$ cat src/rtl/async_mem_map.svh
// timing counts and reset values of the asynchronous memory sequencer
// assumes one system clock for the whole block
`ifndef ASYNC_MEM_MAP_SVH
`define ASYNC_MEM_MAP_SVH

// extended wait: clock periods per external wait cycle
`define ASM_WAIT_CHUNK_CYC 16
// wait_input deassert to strobe rise, clock periods
`define ASM_WAIT_RELEASE_CYC 4
// reset value of the memory data and address outputs
`define ASM_DATA_RST 16'h0000
`define ASM_ADDR_RST 21'h000000
`define ASM_BANK_RST 2'h0

`endif

$ cat src/rtl/async_mem_pkg.sv
// types of the asynchronous memory sequencer
// assumes the constants of async_mem_map.svh
package async_mem_pkg;

  typedef enum logic [2:0] {
    ST_IDLE = 3'b000,
    ST_SETUP = 3'b001,
    ST_STROBE = 3'b010,
    ST_EXTEND = 3'b011,
    ST_RELEASE = 3'b100,
    ST_HOLD = 3'b101,
    ST_TURN = 3'b110
  } seq_state_type;

endpackage

$ cat src/rtl/phase_timer.sv
// loadable down counter that marks the last cycle of a phase
// assumes a synchronous active high reset
`timescale 1ns/10ps
`default_nettype none

module phase_timer #(
  parameter int WIDTH = 6
) (
  // clock and reset
  input wire logic i_clk,
  input wire logic i_sys_rst,
  // load: a length of zero counts as one cycle
  input wire logic i_load,
  input wire logic [WIDTH-1:0] i_length,
  // last cycle of the loaded length
  output logic o_last
);

  logic [WIDTH-1:0] count_q;
  logic [WIDTH-1:0] count_d;
  wire logic len_zero = (i_length == '0);

  generate
    if (WIDTH < 2) begin : g_bad_width
      $error("phase_timer width below 2");
    end
  endgenerate

  assign count_d = i_load ? (len_zero ? '0 : i_length - WIDTH'(1)) :
                   (count_q == '0) ? '0 : count_q - WIDTH'(1);
  assign o_last = (count_q == '0);

  always_ff @(posedge i_clk) begin
    if (i_sys_rst) begin
      count_q <= '0;
    end else begin
      count_q <= count_d;
    end
  end

endmodule // phase_timer

`default_nettype wire

$ cat src/rtl/async_memory_strobe_sequencer.sv
// strobe sequencer for asynchronous sram and nor memory
// assumes memory pins synchronous to i_clk and a stable config during each access
`timescale 1ns/10ps
`default_nettype none
`include "async_mem_map.svh"

// Behaviour
// - without extended wait a read takes read setup plus strobe plus hold cycles
// - with extended wait a read grows sixteen cycles per external wait cycle
// - chip select spans setup and hold, or follows the read strobe in strobe mode
// - read address and bank are valid from setup through hold
// - read strobe low for strobe cycles plus sixteen per wait cycle
// - read strobe rises four cycles after wait_input drops
// - without extended wait a write takes write setup plus strobe plus hold cycles
// - with extended wait a write grows sixteen cycles per external wait cycle
// - chip select spans write setup and hold, or follows the write strobe
// - write address and bank are valid from setup through hold
// - write strobe low for strobe cycles plus sixteen per wait cycle
// - write strobe rises four cycles after wait_input drops
// - write data is driven from write setup through write hold
// - wait cycles are counted and end in a timeout at the programmed limit
// - setup, strobe, hold, turnaround and timeout counts come from configuration inputs latched per access; wait chunk and release are fixed
module async_memory_strobe_sequencer #(
  parameter int SETUP_W = 4,
  parameter int STROBE_W = 6,
  parameter int HOLD_W = 3,
  parameter int TURN_W = 2,
  parameter int WAIT_W = 8
) (
  // clock and reset
  input wire logic i_clk,
  input wire logic i_sys_rst,
  // access request
  input wire logic i_req_valid,
  output logic o_req_ready,
  input wire logic i_req_write,
  input wire logic [1:0] i_req_space,
  input wire logic [1:0] i_req_bank,
  input wire logic [20:0] i_req_addr,
  input wire logic [15:0] i_req_wdata,
  // access answer
  output logic o_rsp_valid,
  output logic [15:0] o_rsp_rdata,
  output logic o_rsp_timeout,
  // configuration
  input wire logic [SETUP_W-1:0] i_read_setup_cycles,
  input wire logic [STROBE_W-1:0] i_read_strobe_cycles,
  input wire logic [HOLD_W-1:0] i_read_hold_cycles,
  input wire logic [SETUP_W-1:0] i_write_setup_cycles,
  input wire logic [STROBE_W-1:0] i_write_strobe_cycles,
  input wire logic [HOLD_W-1:0] i_write_hold_cycles,
  input wire logic [TURN_W-1:0] i_bus_turnaround_cycles,
  input wire logic i_extended_wait_enable,
  input wire logic i_select_strobe_mode,
  input wire logic [WAIT_W-1:0] i_wait_timeout_limit,
  // status
  output logic o_busy,
  output logic [WAIT_W-1:0] o_external_wait_count,
  // memory pins
  output logic [3:0] o_chip_select_n,
  output logic o_output_enable_n,
  output logic o_write_strobe_n,
  output logic [1:0] o_bank_addr,
  output logic [20:0] o_ext_addr,
  output logic [15:0] o_ext_data_out,
  output logic o_ext_data_oe,
  input wire logic [15:0] i_ext_data_in,
  input wire logic i_wait_input
);

  localparam int PHASE_W = STROBE_W;

  generate
    if (SETUP_W > PHASE_W || HOLD_W > PHASE_W || TURN_W > PHASE_W || PHASE_W < 3) begin : g_bad_cfg
      $error("phase widths must not exceed the strobe width");
    end
  endgenerate

  // ****************************************
  // access state
  // ****************************************
  async_mem_pkg::seq_state_type state_q;
  async_mem_pkg::seq_state_type state_d;
  logic wr_q;
  logic ew_q;
  logic ss_q;
  logic [1:0] space_q;
  logic [SETUP_W-1:0] setup_q;
  logic [STROBE_W-1:0] strobe_q;
  logic [HOLD_W-1:0] hold_q;
  logic [TURN_W-1:0] turn_q;
  logic [WAIT_W-1:0] limit_q;
  logic [WAIT_W-1:0] ewc_q;
  logic timeout_q;
  logic ext_used_q;
  logic phase_last;
  logic chunk_last;

  wire logic accept = (state_q == async_mem_pkg::ST_IDLE) && i_req_valid;
  wire logic in_setup = (state_q == async_mem_pkg::ST_SETUP);
  wire logic in_strobe = (state_q == async_mem_pkg::ST_STROBE);
  wire logic in_extend = (state_q == async_mem_pkg::ST_EXTEND);
  wire logic in_release = (state_q == async_mem_pkg::ST_RELEASE);
  wire logic in_hold = (state_q == async_mem_pkg::ST_HOLD);
  wire logic in_turn = (state_q == async_mem_pkg::ST_TURN);
  wire logic wait_hit = ew_q && i_wait_input;
  wire logic wait_limit = chunk_last && ((ewc_q + WAIT_W'(1)) >= limit_q);
  wire logic hold_end = in_hold && phase_last;
  wire logic to_hold = (state_d == async_mem_pkg::ST_HOLD) && !in_hold;

  // next state
  always_comb begin
    state_d = state_q;
    unique case (state_q)
      async_mem_pkg::ST_IDLE: if (i_req_valid) state_d = async_mem_pkg::ST_SETUP;
      async_mem_pkg::ST_SETUP: if (phase_last) state_d = async_mem_pkg::ST_STROBE;
      async_mem_pkg::ST_STROBE: begin
        if (phase_last) state_d = wait_hit ? async_mem_pkg::ST_EXTEND : async_mem_pkg::ST_HOLD;
      end
      async_mem_pkg::ST_EXTEND: begin
        if (!i_wait_input) state_d = async_mem_pkg::ST_RELEASE;
        else if (wait_limit) state_d = async_mem_pkg::ST_HOLD;
      end
      async_mem_pkg::ST_RELEASE: if (phase_last) state_d = async_mem_pkg::ST_HOLD;
      async_mem_pkg::ST_HOLD: begin
        if (phase_last) state_d = (turn_q != '0) ? async_mem_pkg::ST_TURN : async_mem_pkg::ST_IDLE;
      end
      async_mem_pkg::ST_TURN: if (phase_last) state_d = async_mem_pkg::ST_IDLE;
      default: state_d = async_mem_pkg::ST_IDLE;
    endcase
  end

  // ****************************************
  // phase and wait timers
  // ****************************************
  logic [PHASE_W-1:0] phase_len;
  wire logic phase_load = (state_d != state_q);
  wire logic chunk_load = (in_strobe && state_d == async_mem_pkg::ST_EXTEND) || (in_extend && chunk_last);
  wire logic [SETUP_W-1:0] setup_sel = accept ? (i_req_write ? i_write_setup_cycles : i_read_setup_cycles) : setup_q;

  // phase lengths from latched settings, release from the fixed count, setup from the inputs at acceptance
  always_comb begin
    phase_len = '0;
    unique case (state_d)
      async_mem_pkg::ST_SETUP: phase_len = PHASE_W'(setup_sel);
      async_mem_pkg::ST_STROBE: phase_len = PHASE_W'(strobe_q);
      async_mem_pkg::ST_RELEASE: phase_len = PHASE_W'(`ASM_WAIT_RELEASE_CYC - 1);
      async_mem_pkg::ST_HOLD: phase_len = PHASE_W'(hold_q);
      async_mem_pkg::ST_TURN: phase_len = PHASE_W'(turn_q);
      default: phase_len = '0;
    endcase
  end

  phase_timer #(.WIDTH(PHASE_W)) u_phase_timer (
    .i_clk(i_clk),
    .i_sys_rst(i_sys_rst),
    .i_load(phase_load),
    .i_length(phase_len),
    .o_last(phase_last)
  );

  phase_timer #(.WIDTH(5)) u_chunk_timer (
    .i_clk(i_clk),
    .i_sys_rst(i_sys_rst),
    .i_load(chunk_load),
    .i_length(5'(`ASM_WAIT_CHUNK_CYC)),
    .o_last(chunk_last)
  );

  // ****************************************
  // latched access and settings
  // ****************************************
  always_ff @(posedge i_clk) begin
    if (i_sys_rst) begin
      state_q <= async_mem_pkg::ST_IDLE;
      wr_q <= 1'b0;
      ew_q <= 1'b0;
      ss_q <= 1'b0;
      space_q <= 2'h0;
      setup_q <= '0;
      strobe_q <= '0;
      hold_q <= '0;
      turn_q <= '0;
      limit_q <= '0;
    end else begin
      state_q <= state_d;
      if (accept) begin
        wr_q <= i_req_write;
        ew_q <= i_extended_wait_enable;
        ss_q <= i_select_strobe_mode;
        space_q <= i_req_space;
        setup_q <= i_req_write ? i_write_setup_cycles : i_read_setup_cycles;
        strobe_q <= i_req_write ? i_write_strobe_cycles : i_read_strobe_cycles;
        hold_q <= i_req_write ? i_write_hold_cycles : i_read_hold_cycles;
        turn_q <= i_bus_turnaround_cycles;
        limit_q <= i_wait_timeout_limit;
      end
    end
  end

  // wait counting and timeout
  always_ff @(posedge i_clk) begin
    if (i_sys_rst) begin
      ewc_q <= '0;
      timeout_q <= 1'b0;
      ext_used_q <= 1'b0;
    end else if (accept) begin
      ewc_q <= '0;
      timeout_q <= 1'b0;
      ext_used_q <= 1'b0;
    end else begin
      if (chunk_load && in_strobe) ext_used_q <= 1'b1;
      if (in_extend && chunk_last && ewc_q != '1) ewc_q <= ewc_q + WAIT_W'(1);
      if (in_extend && i_wait_input && wait_limit) timeout_q <= 1'b1;
    end
  end

  // ****************************************
  // memory pins
  // ****************************************
  wire logic d_strobe = (state_d == async_mem_pkg::ST_STROBE) || (state_d == async_mem_pkg::ST_EXTEND) ||
                        (state_d == async_mem_pkg::ST_RELEASE);
  wire logic d_frame = d_strobe || (state_d == async_mem_pkg::ST_SETUP) || (state_d == async_mem_pkg::ST_HOLD);
  wire logic d_write = accept ? i_req_write : wr_q;
  wire logic [1:0] d_space = accept ? i_req_space : space_q;
  wire logic d_ss = accept ? i_select_strobe_mode : ss_q;
  wire logic cs_on = d_ss ? d_strobe : d_frame;
  wire logic [3:0] cs_dec = 4'h1 << d_space;

  always_ff @(posedge i_clk) begin
    if (i_sys_rst) begin
      o_chip_select_n <= 4'hF;
      o_output_enable_n <= 1'b1;
      o_write_strobe_n <= 1'b1;
      o_ext_data_oe <= 1'b0;
    end else begin
      o_chip_select_n <= cs_on ? ~cs_dec : 4'hF;
      o_output_enable_n <= !(d_strobe && !d_write);
      o_write_strobe_n <= !(d_strobe && d_write);
      o_ext_data_oe <= d_frame && d_write;
    end
  end

  // address and data held from acceptance to the next one
  always_ff @(posedge i_clk) begin
    if (i_sys_rst) begin
      o_ext_addr <= `ASM_ADDR_RST;
      o_bank_addr <= `ASM_BANK_RST;
      o_ext_data_out <= `ASM_DATA_RST;
    end else if (accept) begin
      o_ext_addr <= i_req_addr;
      o_bank_addr <= i_req_bank;
      o_ext_data_out <= i_req_wdata;
    end
  end

  // ****************************************
  // answer
  // ****************************************
  always_ff @(posedge i_clk) begin
    if (i_sys_rst) begin
      o_rsp_valid <= 1'b0;
      o_rsp_rdata <= `ASM_DATA_RST;
      o_rsp_timeout <= 1'b0;
    end else begin
      o_rsp_valid <= hold_end;
      if (hold_end) o_rsp_timeout <= timeout_q;
      if (to_hold && !wr_q) o_rsp_rdata <= i_ext_data_in;
    end
  end

  assign o_req_ready = (state_q == async_mem_pkg::ST_IDLE);
  assign o_busy = !o_req_ready;
  assign o_external_wait_count = ewc_q;

  // ****************************************
  // checks
  // ****************************************
  logic [7:0] acc_cnt_q;
  logic [STROBE_W:0] low_cnt_q;
  wire logic [7:0] eff_total = 8'(setup_q == '0 ? 1 : setup_q) + 8'(strobe_q == '0 ? 1 : strobe_q) +
                               8'(hold_q == '0 ? 1 : hold_q);
  wire logic [STROBE_W:0] eff_strobe = (STROBE_W+1)'(strobe_q == '0 ? 1 : strobe_q);

  always_ff @(posedge i_clk) begin
    if (i_sys_rst || accept) begin
      acc_cnt_q <= '0;
      low_cnt_q <= '0;
    end else begin
      if (!in_turn && !o_req_ready) acc_cnt_q <= acc_cnt_q + 8'(1);
      low_cnt_q <= (o_output_enable_n && o_write_strobe_n) ? '0 : low_cnt_q + (STROBE_W+1)'(1);
    end
  end

  a_read_cycle_len: assert property (@(posedge i_clk) disable iff (i_sys_rst)
    (hold_end && !wr_q && !ext_used_q) |-> (acc_cnt_q + 8'(1) == eff_total))
    else $error("read access length wrong");
  a_write_cycle_len: assert property (@(posedge i_clk) disable iff (i_sys_rst)
    (hold_end && wr_q && !ext_used_q) |-> (acc_cnt_q + 8'(1) == eff_total))
    else $error("write access length wrong");
  a_strobe_low_len: assert property (@(posedge i_clk) disable iff (i_sys_rst)
    ($rose(o_output_enable_n) && !ext_used_q) |-> (low_cnt_q == eff_strobe))
    else $error("read strobe width wrong");
  a_wait_chunk_len: assert property (@(posedge i_clk) disable iff (i_sys_rst)
    ($changed(ewc_q) && ewc_q != '0) |-> $past(in_extend, 16))
    else $error("wait chunk not sixteen cycles");
  a_read_release: assert property (@(posedge i_clk) disable iff (i_sys_rst)
    (in_extend && !i_wait_input && !wr_q) |-> ##4 $rose(o_output_enable_n))
    else $error("read strobe not released four cycles after wait");
  a_write_release: assert property (@(posedge i_clk) disable iff (i_sys_rst)
    (in_extend && !i_wait_input && wr_q) |-> !o_write_strobe_n[*4] ##1 o_write_strobe_n)
    else $error("write strobe not released four cycles after wait");
  a_wait_timeout: assert property (@(posedge i_clk) disable iff (i_sys_rst)
    (in_extend && i_wait_input && wait_limit) |=> in_hold ##[1:8] (o_rsp_valid && o_rsp_timeout))
    else $error("wait limit did not time out");
  a_select_mode: assert property (@(posedge i_clk) disable iff (i_sys_rst)
    (ss_q && !o_req_ready) |-> ((o_chip_select_n != 4'hF) == (!o_output_enable_n || !o_write_strobe_n)))
    else $error("chip select not following strobe");
  a_cs_one_hot: assert property (@(posedge i_clk) disable iff (i_sys_rst)
    $onehot0(~o_chip_select_n) && (!o_req_ready || o_chip_select_n == 4'hF))
    else $error("chip select not one hot");
  a_addr_stable: assert property (@(posedge i_clk) disable iff (i_sys_rst)
    (!o_req_ready && !$past(o_req_ready)) |-> ($stable(o_ext_addr) && $stable(o_bank_addr)))
    else $error("address moved during access");
  a_write_data_span: assert property (@(posedge i_clk) disable iff (i_sys_rst)
    (!o_write_strobe_n || $rose(o_write_strobe_n)) |-> (o_ext_data_oe && $past(o_ext_data_oe)))
    else $error("write data not driven across strobe");
  a_read_released: assert property (@(posedge i_clk) disable iff (i_sys_rst)
    (!o_req_ready && !wr_q) |-> !o_ext_data_oe)
    else $error("data bus driven during read");

endmodule // async_memory_strobe_sequencer

`default_nettype wire

$ cat config.mk
export PLATFORM = sky130hd
export DESIGN_NAME = async_memory_strobe_sequencer
export DESIGN_NICKNAME = d
export VERILOG_FILES = /design/src/rtl/async_mem_pkg.sv /design/src/rtl/phase_timer.sv /design/src/rtl/async_memory_strobe_sequencer.sv
export VERILOG_INCLUDE_DIRS = /design/src /design/src/rtl
export SDC_FILE = /design/constraint.sdc
export NUM_CORES = 1
export LEC_CHECK = 0
export BUFFER_PORTS_ARGS = -buffer_cell sky130_fd_sc_hd__buf_2
export CAP_MARGIN = 0
export CORE_AREA = 2 2 81 141
export DETAILED_ROUTE_END_ITERATION = 6
export DIE_AREA = 0 0 83 143
export PLACE_DENSITY = 0.78
export SLEW_MARGIN = 5
export SYNTH_ARGS = -nofsm -noshare
export SYNTH_HDL_FRONTEND = slang
export SYNTH_SLANG_ARGS = --single-unit
export TNS_END_PERCENT = 20
$ cat constraint.sdc
create_clock -name i_clk -period 5.3 [get_ports i_clk]
set_input_delay 0.265 -clock i_clk [delete_from_list [all_inputs] [get_ports i_clk]]
set_output_delay 0.265 -clock i_clk [all_outputs]
set_load 0.05 [all_outputs]
==> results.json, run 1 <==
{
  "yosysMostFrequentCell": "nand2_1",
  "p_per_area_nw_per_um2": 565,
  "crit_path_end_kind": "register",
  "crit_family": "compound AO/OA/AOI/OAI gates",
  "r2r_slack_ns": 1.40,
  "syn_nets": 740,
  "netlist_top_cells_count": "nand2_1 (133), dfxtp_1 (115), a21oi_1 (65)",
  "cts_tree": "built",
  "drt_wl_total_mm": 13.8,
  "min_to": "o_rsp_rdata[1]",
  "die_h_microns": 143,
  "instances_no_fill": 931,
  "slew_headroom_pct": 33.1,
  "drc_errors": 0,
  "max_cap_violations": 0,
  "reg2reg_to": "u_phase_timer.count_q[4]",
  "clk_pin_slew_ns": 0.05,
  "cp-start-kind": "register",
  "worstHoldStart": "i_ext_data_in[1]",
  "final_area_sq_um": 6800,
  "hpwlAfterDp_mm": 9.99,
  "whs_path_depth": 3,
  "hp-class": "in2reg",
  "core_sq_um": 10700,
  "hold_violations": 0,
  "reg2reg_from": "o_external_wait_count[0]",
  "antenna_found_initial": 0,
  "final.setup_skew_ns": 0.00851,
  "power_mw": 3.84,
  "min_period_ns": 3.90,
  "ys_types": 61,
  "synth_top_area_share_pct": 44.0,
  "numCtsBuffers": 17,
  "nets": 901,
  "slowest_delay_ns": 0.41,
  "worstPathArrival_ns": 4.19,
  "place_congestion": 0.903,
  "syn-instance-count": 627,
  "num_antenna_cells": 0,
  "cts_buffer_depth": 2,
  "wl_per_cell_microns": 14.8,
  "p_leak_nw": 3.23,
  "port_buffers": 173,
  "clockRootBuffer": "clkbuf_16",
  "cts_resized": 0,
  "setup_tns_ns": 0,
  "ir_drop_mv": 0.374,
  "rsz0062_at_grt": "false",
  "ant_nets": 0,
  "required_ns": 5.59,
  "start_util_pct": 49.0,
  "cts_setup_buffers": 0,
  "cp_slowest_cell": "dfxtp_1",
  "cts.sinks": 115,
  "first_iter_violations": 260,
  "grt_first_pass_wirelength_mm": 22.4,
  "fmax_mhz": 256,
  "synthTopCellsByArea": "dfxtp_1 (44%), nand2_1 (9.5%), mux2i_1 (7.1%), a21oi_1 (6.2%), nor2_1 (4.2%)",
  "critPathKind": "reg2reg",
  "first_global_vias": 4933,
  "worst_pin_slew_ns": 1.00,
  "h-tree-depth": 4,
  "fin_crit_sh_pct": 73.6,
  "grt_max_degree": 96,
  "syn2layout_area_growth_pct": 29.8,
  "status": "completed",
  "path_cells": "and3_1 > nand3_1 > nor2_1 > xnor2_1 > inv_1 > ha_1 > a21oi_1 > o21a_1 > o31a_1 > o221a_4 > mux2_2 > a211oi_2 > ha_1 > nand2_1 > xor2_1 > a32o_1",
  "cp_common_cell": "ha_1",
  "path_max_fanout": 11,
  "overflow": 0,
  "clock_latency_ns": 0.41,
  "syn_avg_cell_area_sq_um": 8.35,
  "drive_above_1_share_pct": 28.3,
  "placed_cell_area_sq_um": 6160,
  "vias": 4990,
  "async_flop_share_pct": 0,
  "num_io_pins": 174,
  "grt_util_all_layers_pct": 23.1,
  "yosys_most_used_dff": "dfxtp_1",
  "synth_area_sq_um": 5240,
  "yosys.area.top_type": "dfxtp_1",
  "die_w_microns": 83,
  "setup_violations": 0,
  "synth-edff-count": 0,
  "die_area_sq_um": 11900,
  "drt-pass1-iter-count": 6,
  "place_inst": 899,
  "hold_buffers": 0,
  "path_buf_inv": 1,
  "slew_violations": 0,
  "yosys_warnings": 0,
  "ys_ff_latch": 115,
  "rows": 50,
  "viasPerCell": 5.36,
  "ff2ff_path_depth": 16,
  "seq_area_frac_synth_pct": 44.0
}
cell type report:
cell class	count	area [sq um]
Fill cell	936	3900
Multi-Input combinational cell	453	2710
Clock inverter	13	208
Inverter	24	90.1
Clock buffer	19	433
Timing Repair Buffer	177	896
Tap cell	130	163
Sequential cell	115	2300
per-stage QoR:
step                      utilization (%)  setup WS (ns)  hold WS [ns]
after floorplan                         -           1.40         0.401
after global placement               57.6           1.57         0.438
after detailed placement             57.6           1.43         0.445
after CTS                            63.6           1.41        0.0787
after global routing                 63.6           1.10        0.0791
final                                63.6           1.40        0.0888
tightest hold or removal path, cell delays in order:
cell and delay [ns]:
buf_2 0.07, mux2i_1 0.05, nor2_1 0.07
per-layer routing:
layer	track usage, %	vias to the layer above	share of wire (%)
li1	-	2474	-
met1	24.0	2304	37
met2	43.0	166	54
met3	5.14	46	4.4
met4	12.1	0	3.9
met5	0	-	0
how the worst max path moves through the flow:
stage / start / to / slack [ns] / cells past startpoint
after floorplan: o_external_wait_count[0] / u_phase_timer.count_q[4] / 1.40 / 17
after global routing: o_external_wait_count[0] / u_phase_timer.count_q[4] / 1.10 / 16
after detailed placement: o_external_wait_count[0] / u_phase_timer.count_q[4] / 1.43 / 16
after global placement: o_external_wait_count[0] / u_phase_timer.count_q[4] / 1.57 / 16
final: o_external_wait_count[0] / u_phase_timer.count_q[4] / 1.40 / 16
after CTS: o_external_wait_count[0] / u_phase_timer.count_q[4] / 1.41 / 16
report_power, final:
group | internal [mW] | switching (mW) | leakage, nW
sequential | 1.02 | 0.111 | 0.940
combinational | 0.492 | 0.982 | 1.98
clock | 0.834 | 0.405 | 0.311
total | 2.34 | 1.50 | 3.23
sequential cells by signal, summed over array words and instances, names as in the netlist, 2 cells and up:
signal,flops
o_ext_addr,21
o_ext_data_out,16
o_rsp_rdata,16
limit_q,8
o_external_wait_count,8
strobe_q,6
u_phase_timer.count_q,6
u_chunk_timer.count_q,5
o_chip_select_n,4
setup_q,4
hold_q,3
state_q,3
o_bank_addr,2
space_q,2
turn_q,2
cell usage in the layout (no fill, tap or decap), drive strengths merged, types with 6 or more instances in the layout:
master and count:
nor3 12, a31oi 10, clkbuf 19, dfxtp 115, buf 177, nor2 59
inv 24, o21ai 12, and3 6, a21oi 66, ha 13, mux2i 37
nand2 134, xor2 10, a211oi 21, clkinv 7, xnor2 7, nand3 8
cell families after synthesis:
logic type / after synthesis / share of synthesized area, %
and+or+nand+nor: 250 / 21.5
muxes: 39 / 7.57
DFF: 115 / 44.0
adders and majority gates: 13 / 3.11
xor gates and xnor gates: 17 / 2.84
buffers and inverters: 59 / 4.47
AOI/OAI and AO/OA: 134 / 16.5
(Power assumes the default switching activity.)
==> run 2, diff against run 1 <==
--- a/config.mk
+++ b/config.mk
@@ -6,11 +6,12 @@
 export SDC_FILE = /design/constraint.sdc
 export NUM_CORES = 1
 export LEC_CHECK = 0
+export ABC_AREA = 1
 export BUFFER_PORTS_ARGS = -buffer_cell sky130_fd_sc_hd__buf_2
 export CAP_MARGIN = 0
-export CORE_AREA = 2 2 81 141
+export CORE_AREA = 2 2 80 140
 export DETAILED_ROUTE_END_ITERATION = 6
-export DIE_AREA = 0 0 83 143
+export DIE_AREA = 0 0 82 142
 export PLACE_DENSITY = 0.78
 export SLEW_MARGIN = 5
 export SYNTH_ARGS = -nofsm -noshare
==> constraint.sdc (replaced) <==
create_clock -name i_clk -period 3.7 [get_ports i_clk]
set_input_delay 0.185 -clock i_clk [delete_from_list [all_inputs] [get_ports i_clk]]
set_output_delay 0.185 -clock i_clk [all_outputs]
set_load 0.05 [all_outputs]
==> results.json, run 2 <==
{
  "ys_types": 35,
  "grt_util_all_layers_pct": 23.4,
  "critPathKind": "reg2reg",
  "die_area_sq_um": 11600,
  "slew_violations": 0,
  "core_sq_um": 10500,
  "largest_reg_flops": 21,
  "h-tree-depth": 4,
  "whs_path_depth": 3,
  "fin_crit_sh_pct": 90.8,
  "cp-start-kind": "register",
  "largestRegisters": "o_ext_addr: 21 flops, o_ext_data_out: 16 flops, o_rsp_rdata: 16 flops",
  "final.setup_skew_ns": 0.00703,
  "slowest_delay_ns": 0.41,
  "drive_above_1_share_pct": 30.3,
  "place_congestion": 0.868,
  "worstHoldStart": "i_req_addr[17]",
  "clock_latency_ns": 0.41,
  "required_ns": 3.96,
  "path_max_fanout": 8,
  "max_cap_violations": 0,
  "synth_top_area_share_pct": 44.7,
  "syn2layout_area_growth_pct": 31.4,
  "grt_first_pass_wirelength_mm": 21.1,
  "synth_area_sq_um": 5150,
  "setup_tns_ns": 0,
  "cp_slowest_cell": "dfxtp_1",
  "yosys.area.top_type": "dfxtp_1",
  "syn_avg_cell_area_sq_um": 7.46,
  "fmax_mhz": 298,
  "worst_pin_slew_ns": 0.617,
  "drc_errors": 0,
  "clockRootBuffer": "clkbuf_16",
  "clk_pin_slew_ns": 0.06,
  "nets": 971,
  "whs_ns": 0.0178,
  "ys_ff_latch": 115,
  "cts_tree": "built",
  "fillers": 951,
  "num_antenna_cells": 0,
  "cts_buffer_depth": 2,
  "vias": 4971,
  "reg2reg_to": "u_phase_timer.count_q[2]",
  "ff2ff_path_depth": 23,
  "grt_max_degree": 58,
  "crit_path_end_kind": "register",
  "wl_per_cell_microns": 13.2,
  "drt-pass1-iter-count": 4,
  "hold_buffers": 0,
  "largest_register": "o_ext_addr",
  "die_w_microns": 82,
  "min_period_ns": 3.36,
  "hold_violations": 0,
  "yosysMostFrequentCell": "nand2_1",
  "hpwlAfterDp_mm": 9.52,
  "viasPerCell": 4.97,
  "overflow": 0,
  "die_h_microns": 142,
  "start_util_pct": 49.0,
  "first_iter_violations": 211,
  "path_cells": "nand3_1 > inv_1 > nand4_1 > nor2_1 > xor2_1 > ha_1 > a21oi_1 > o21a_1 > nand2_1 > nand2_1 > nand2_1 > nand2_1 > nand2_4 > nor2_4 > nand2_1 > nand2_1 > inv_1 > nand3_1 > inv_1 > ha_1 > or2_2 > nand3_1 > a21oi_1",
  "status": "completed",
  "p_per_area_nw_per_um2": 973,
  "syn_nets": 803,
  "antenna_found_initial": 0,
  "async_flop_share_pct": 0,
  "cp_common_cell": "nand2_1",
  "syn-instance-count": 690,
  "slew_headroom_pct": 58.9,
  "netlist_top_cells_count": "nand2_1 (149), dfxtp_1 (115), a21oi_1 (91)",
  "synth-edff-count": 0,
  "p_leak_nw": 3.33,
  "cts.sinks": 115,
  "numCtsBuffers": 17,
  "port_buffers": 173,
  "ant_nets": 0,
  "reg2reg_from": "o_external_wait_count[2]",
  "final_cell_mix": "buf_2 (173), nand2_1 (149), dfxtp_1 (113)",
  "synthTopCellsByArea": "dfxtp_1 (45%), nand2_1 (11%), a21oi_1 (8.8%), inv_1 (6.1%), o21ai_0 (5.2%)",
  "r2r_slack_ns": 0.34,
  "num_io_pins": 174,
  "hp-class": "in2reg",
  "drt_wl_total_mm": 13.2,
  "yosys_most_used_dff": "dfxtp_1",
  "rows": 50,
  "setup_violations": 0,
  "first_global_vias": 4674,
  "ir_drop_mv": 0.488,
  "seq_area_frac_synth_pct": 44.7,
  "min_to": "o_ext_addr[17]",
  "worstPathArrival_ns": 3.62,
  "layout_commonest_cell": "buf_2",
  "yosys_warnings": 0
}
-- run 2: repair_timing --
item | 4_1_cts | 5_1_grt
resized for setup | 0 | 9
buffers inserted | 0 | 1
setup endpoints to repair | 0 | 6
-- run 2: final cells by class --
class	count	area (sq um)	share of cell area, %
clock inverters	15	208	3.07
well taps	130	163	2.40
clock buffers	17	425	6.29
multi-input cells	455	2410	35.6
repair buffers	180	918	13.6
flip-flops and latches	115	2310	34.1
inverters	89	334	4.94
-- run 2: cell families after synthesis --
logic type / after synthesis / share of synthesized area [%]
AOI/OAI and AO/OA: 158 / 15.9
xor gates and xnor gates: 8 / 1.36
adders and majority gates: 13 / 3.16
buffers and inverters: 120 / 8.82
DFF: 115 / 44.7
muxes: 13 / 2.62
and+or+nand+nor: 263 / 23.5
-- run 2: metrics by stage --
step	std cells	setup slack, ns	total power [mW]	util, %	area (sq um)
final	1001	0.340	6.58	64.4	6770
after global routing	1001	-0.000242	7.06	64.4	6770
after CTS	1000	0.223	6.61	64.1	6740
after detailed placement	968	0.250	4.84	58.1	6100
after global placement	968	0.395	4.78	58.1	6100
after floorplan	690	0.195	4.18	-	5150
-- run 2: how the worst max path moves through the flow --
stage	startpoint	end	slack [ns]	cells past startpoint
after CTS	o_external_wait_count[0]	u_phase_timer.count_q[2]	0.22	23
after floorplan	o_external_wait_count[0]	u_phase_timer.count_q[2]	0.19	23
after global routing	o_external_wait_count[2]	u_phase_timer.count_q[2]	-0.0002	23
final	o_external_wait_count[2]	u_phase_timer.count_q[2]	0.34	23
after detailed placement	o_external_wait_count[0]	u_phase_timer.count_q[2]	0.25	23
after global placement	o_external_wait_count[0]	u_phase_timer.count_q[2]	0.39	23
-- run 2: per-layer routing --
| layer | track usage (%) | vias to the layer above | wire length [microns] |
|---|---|---|---|
| met4 | 9.82 | 0 | 389 |
| met5 | 0 | - | 0 |
| met2 | 42.1 | 132 | 7080 |
| met1 | 25.2 | 2251 | 5230 |
| li1 | - | 2558 | - |
| met3 | 5.90 | 30 | 529 |
-- run 2: critical path: cells and delay by family (launching register included) --
family / cells / cell delay, ns
AO/OA/AOI/OAI: 3 / 0.32
XOR/XNOR: 1 / 0.20
adder cells (fa/ha/maj): 2 / 0.49
buffers and inverters: 3 / 0.21
flip-flops: 1 / 0.41
AND/OR/NAND/NOR: 14 / 1.57
-- run 2: power by group --
| group | leakage [nW] | internal (mW) | switching [mW] |
|---|---|---|---|
| Clock | 0.301 | 1.13 | 0.594 |
| Sequential | 0.943 | 1.57 | 0.168 |
| Combinational | 2.09 | 0.925 | 2.20 |
| Total | 3.33 | 3.62 | 2.96 |
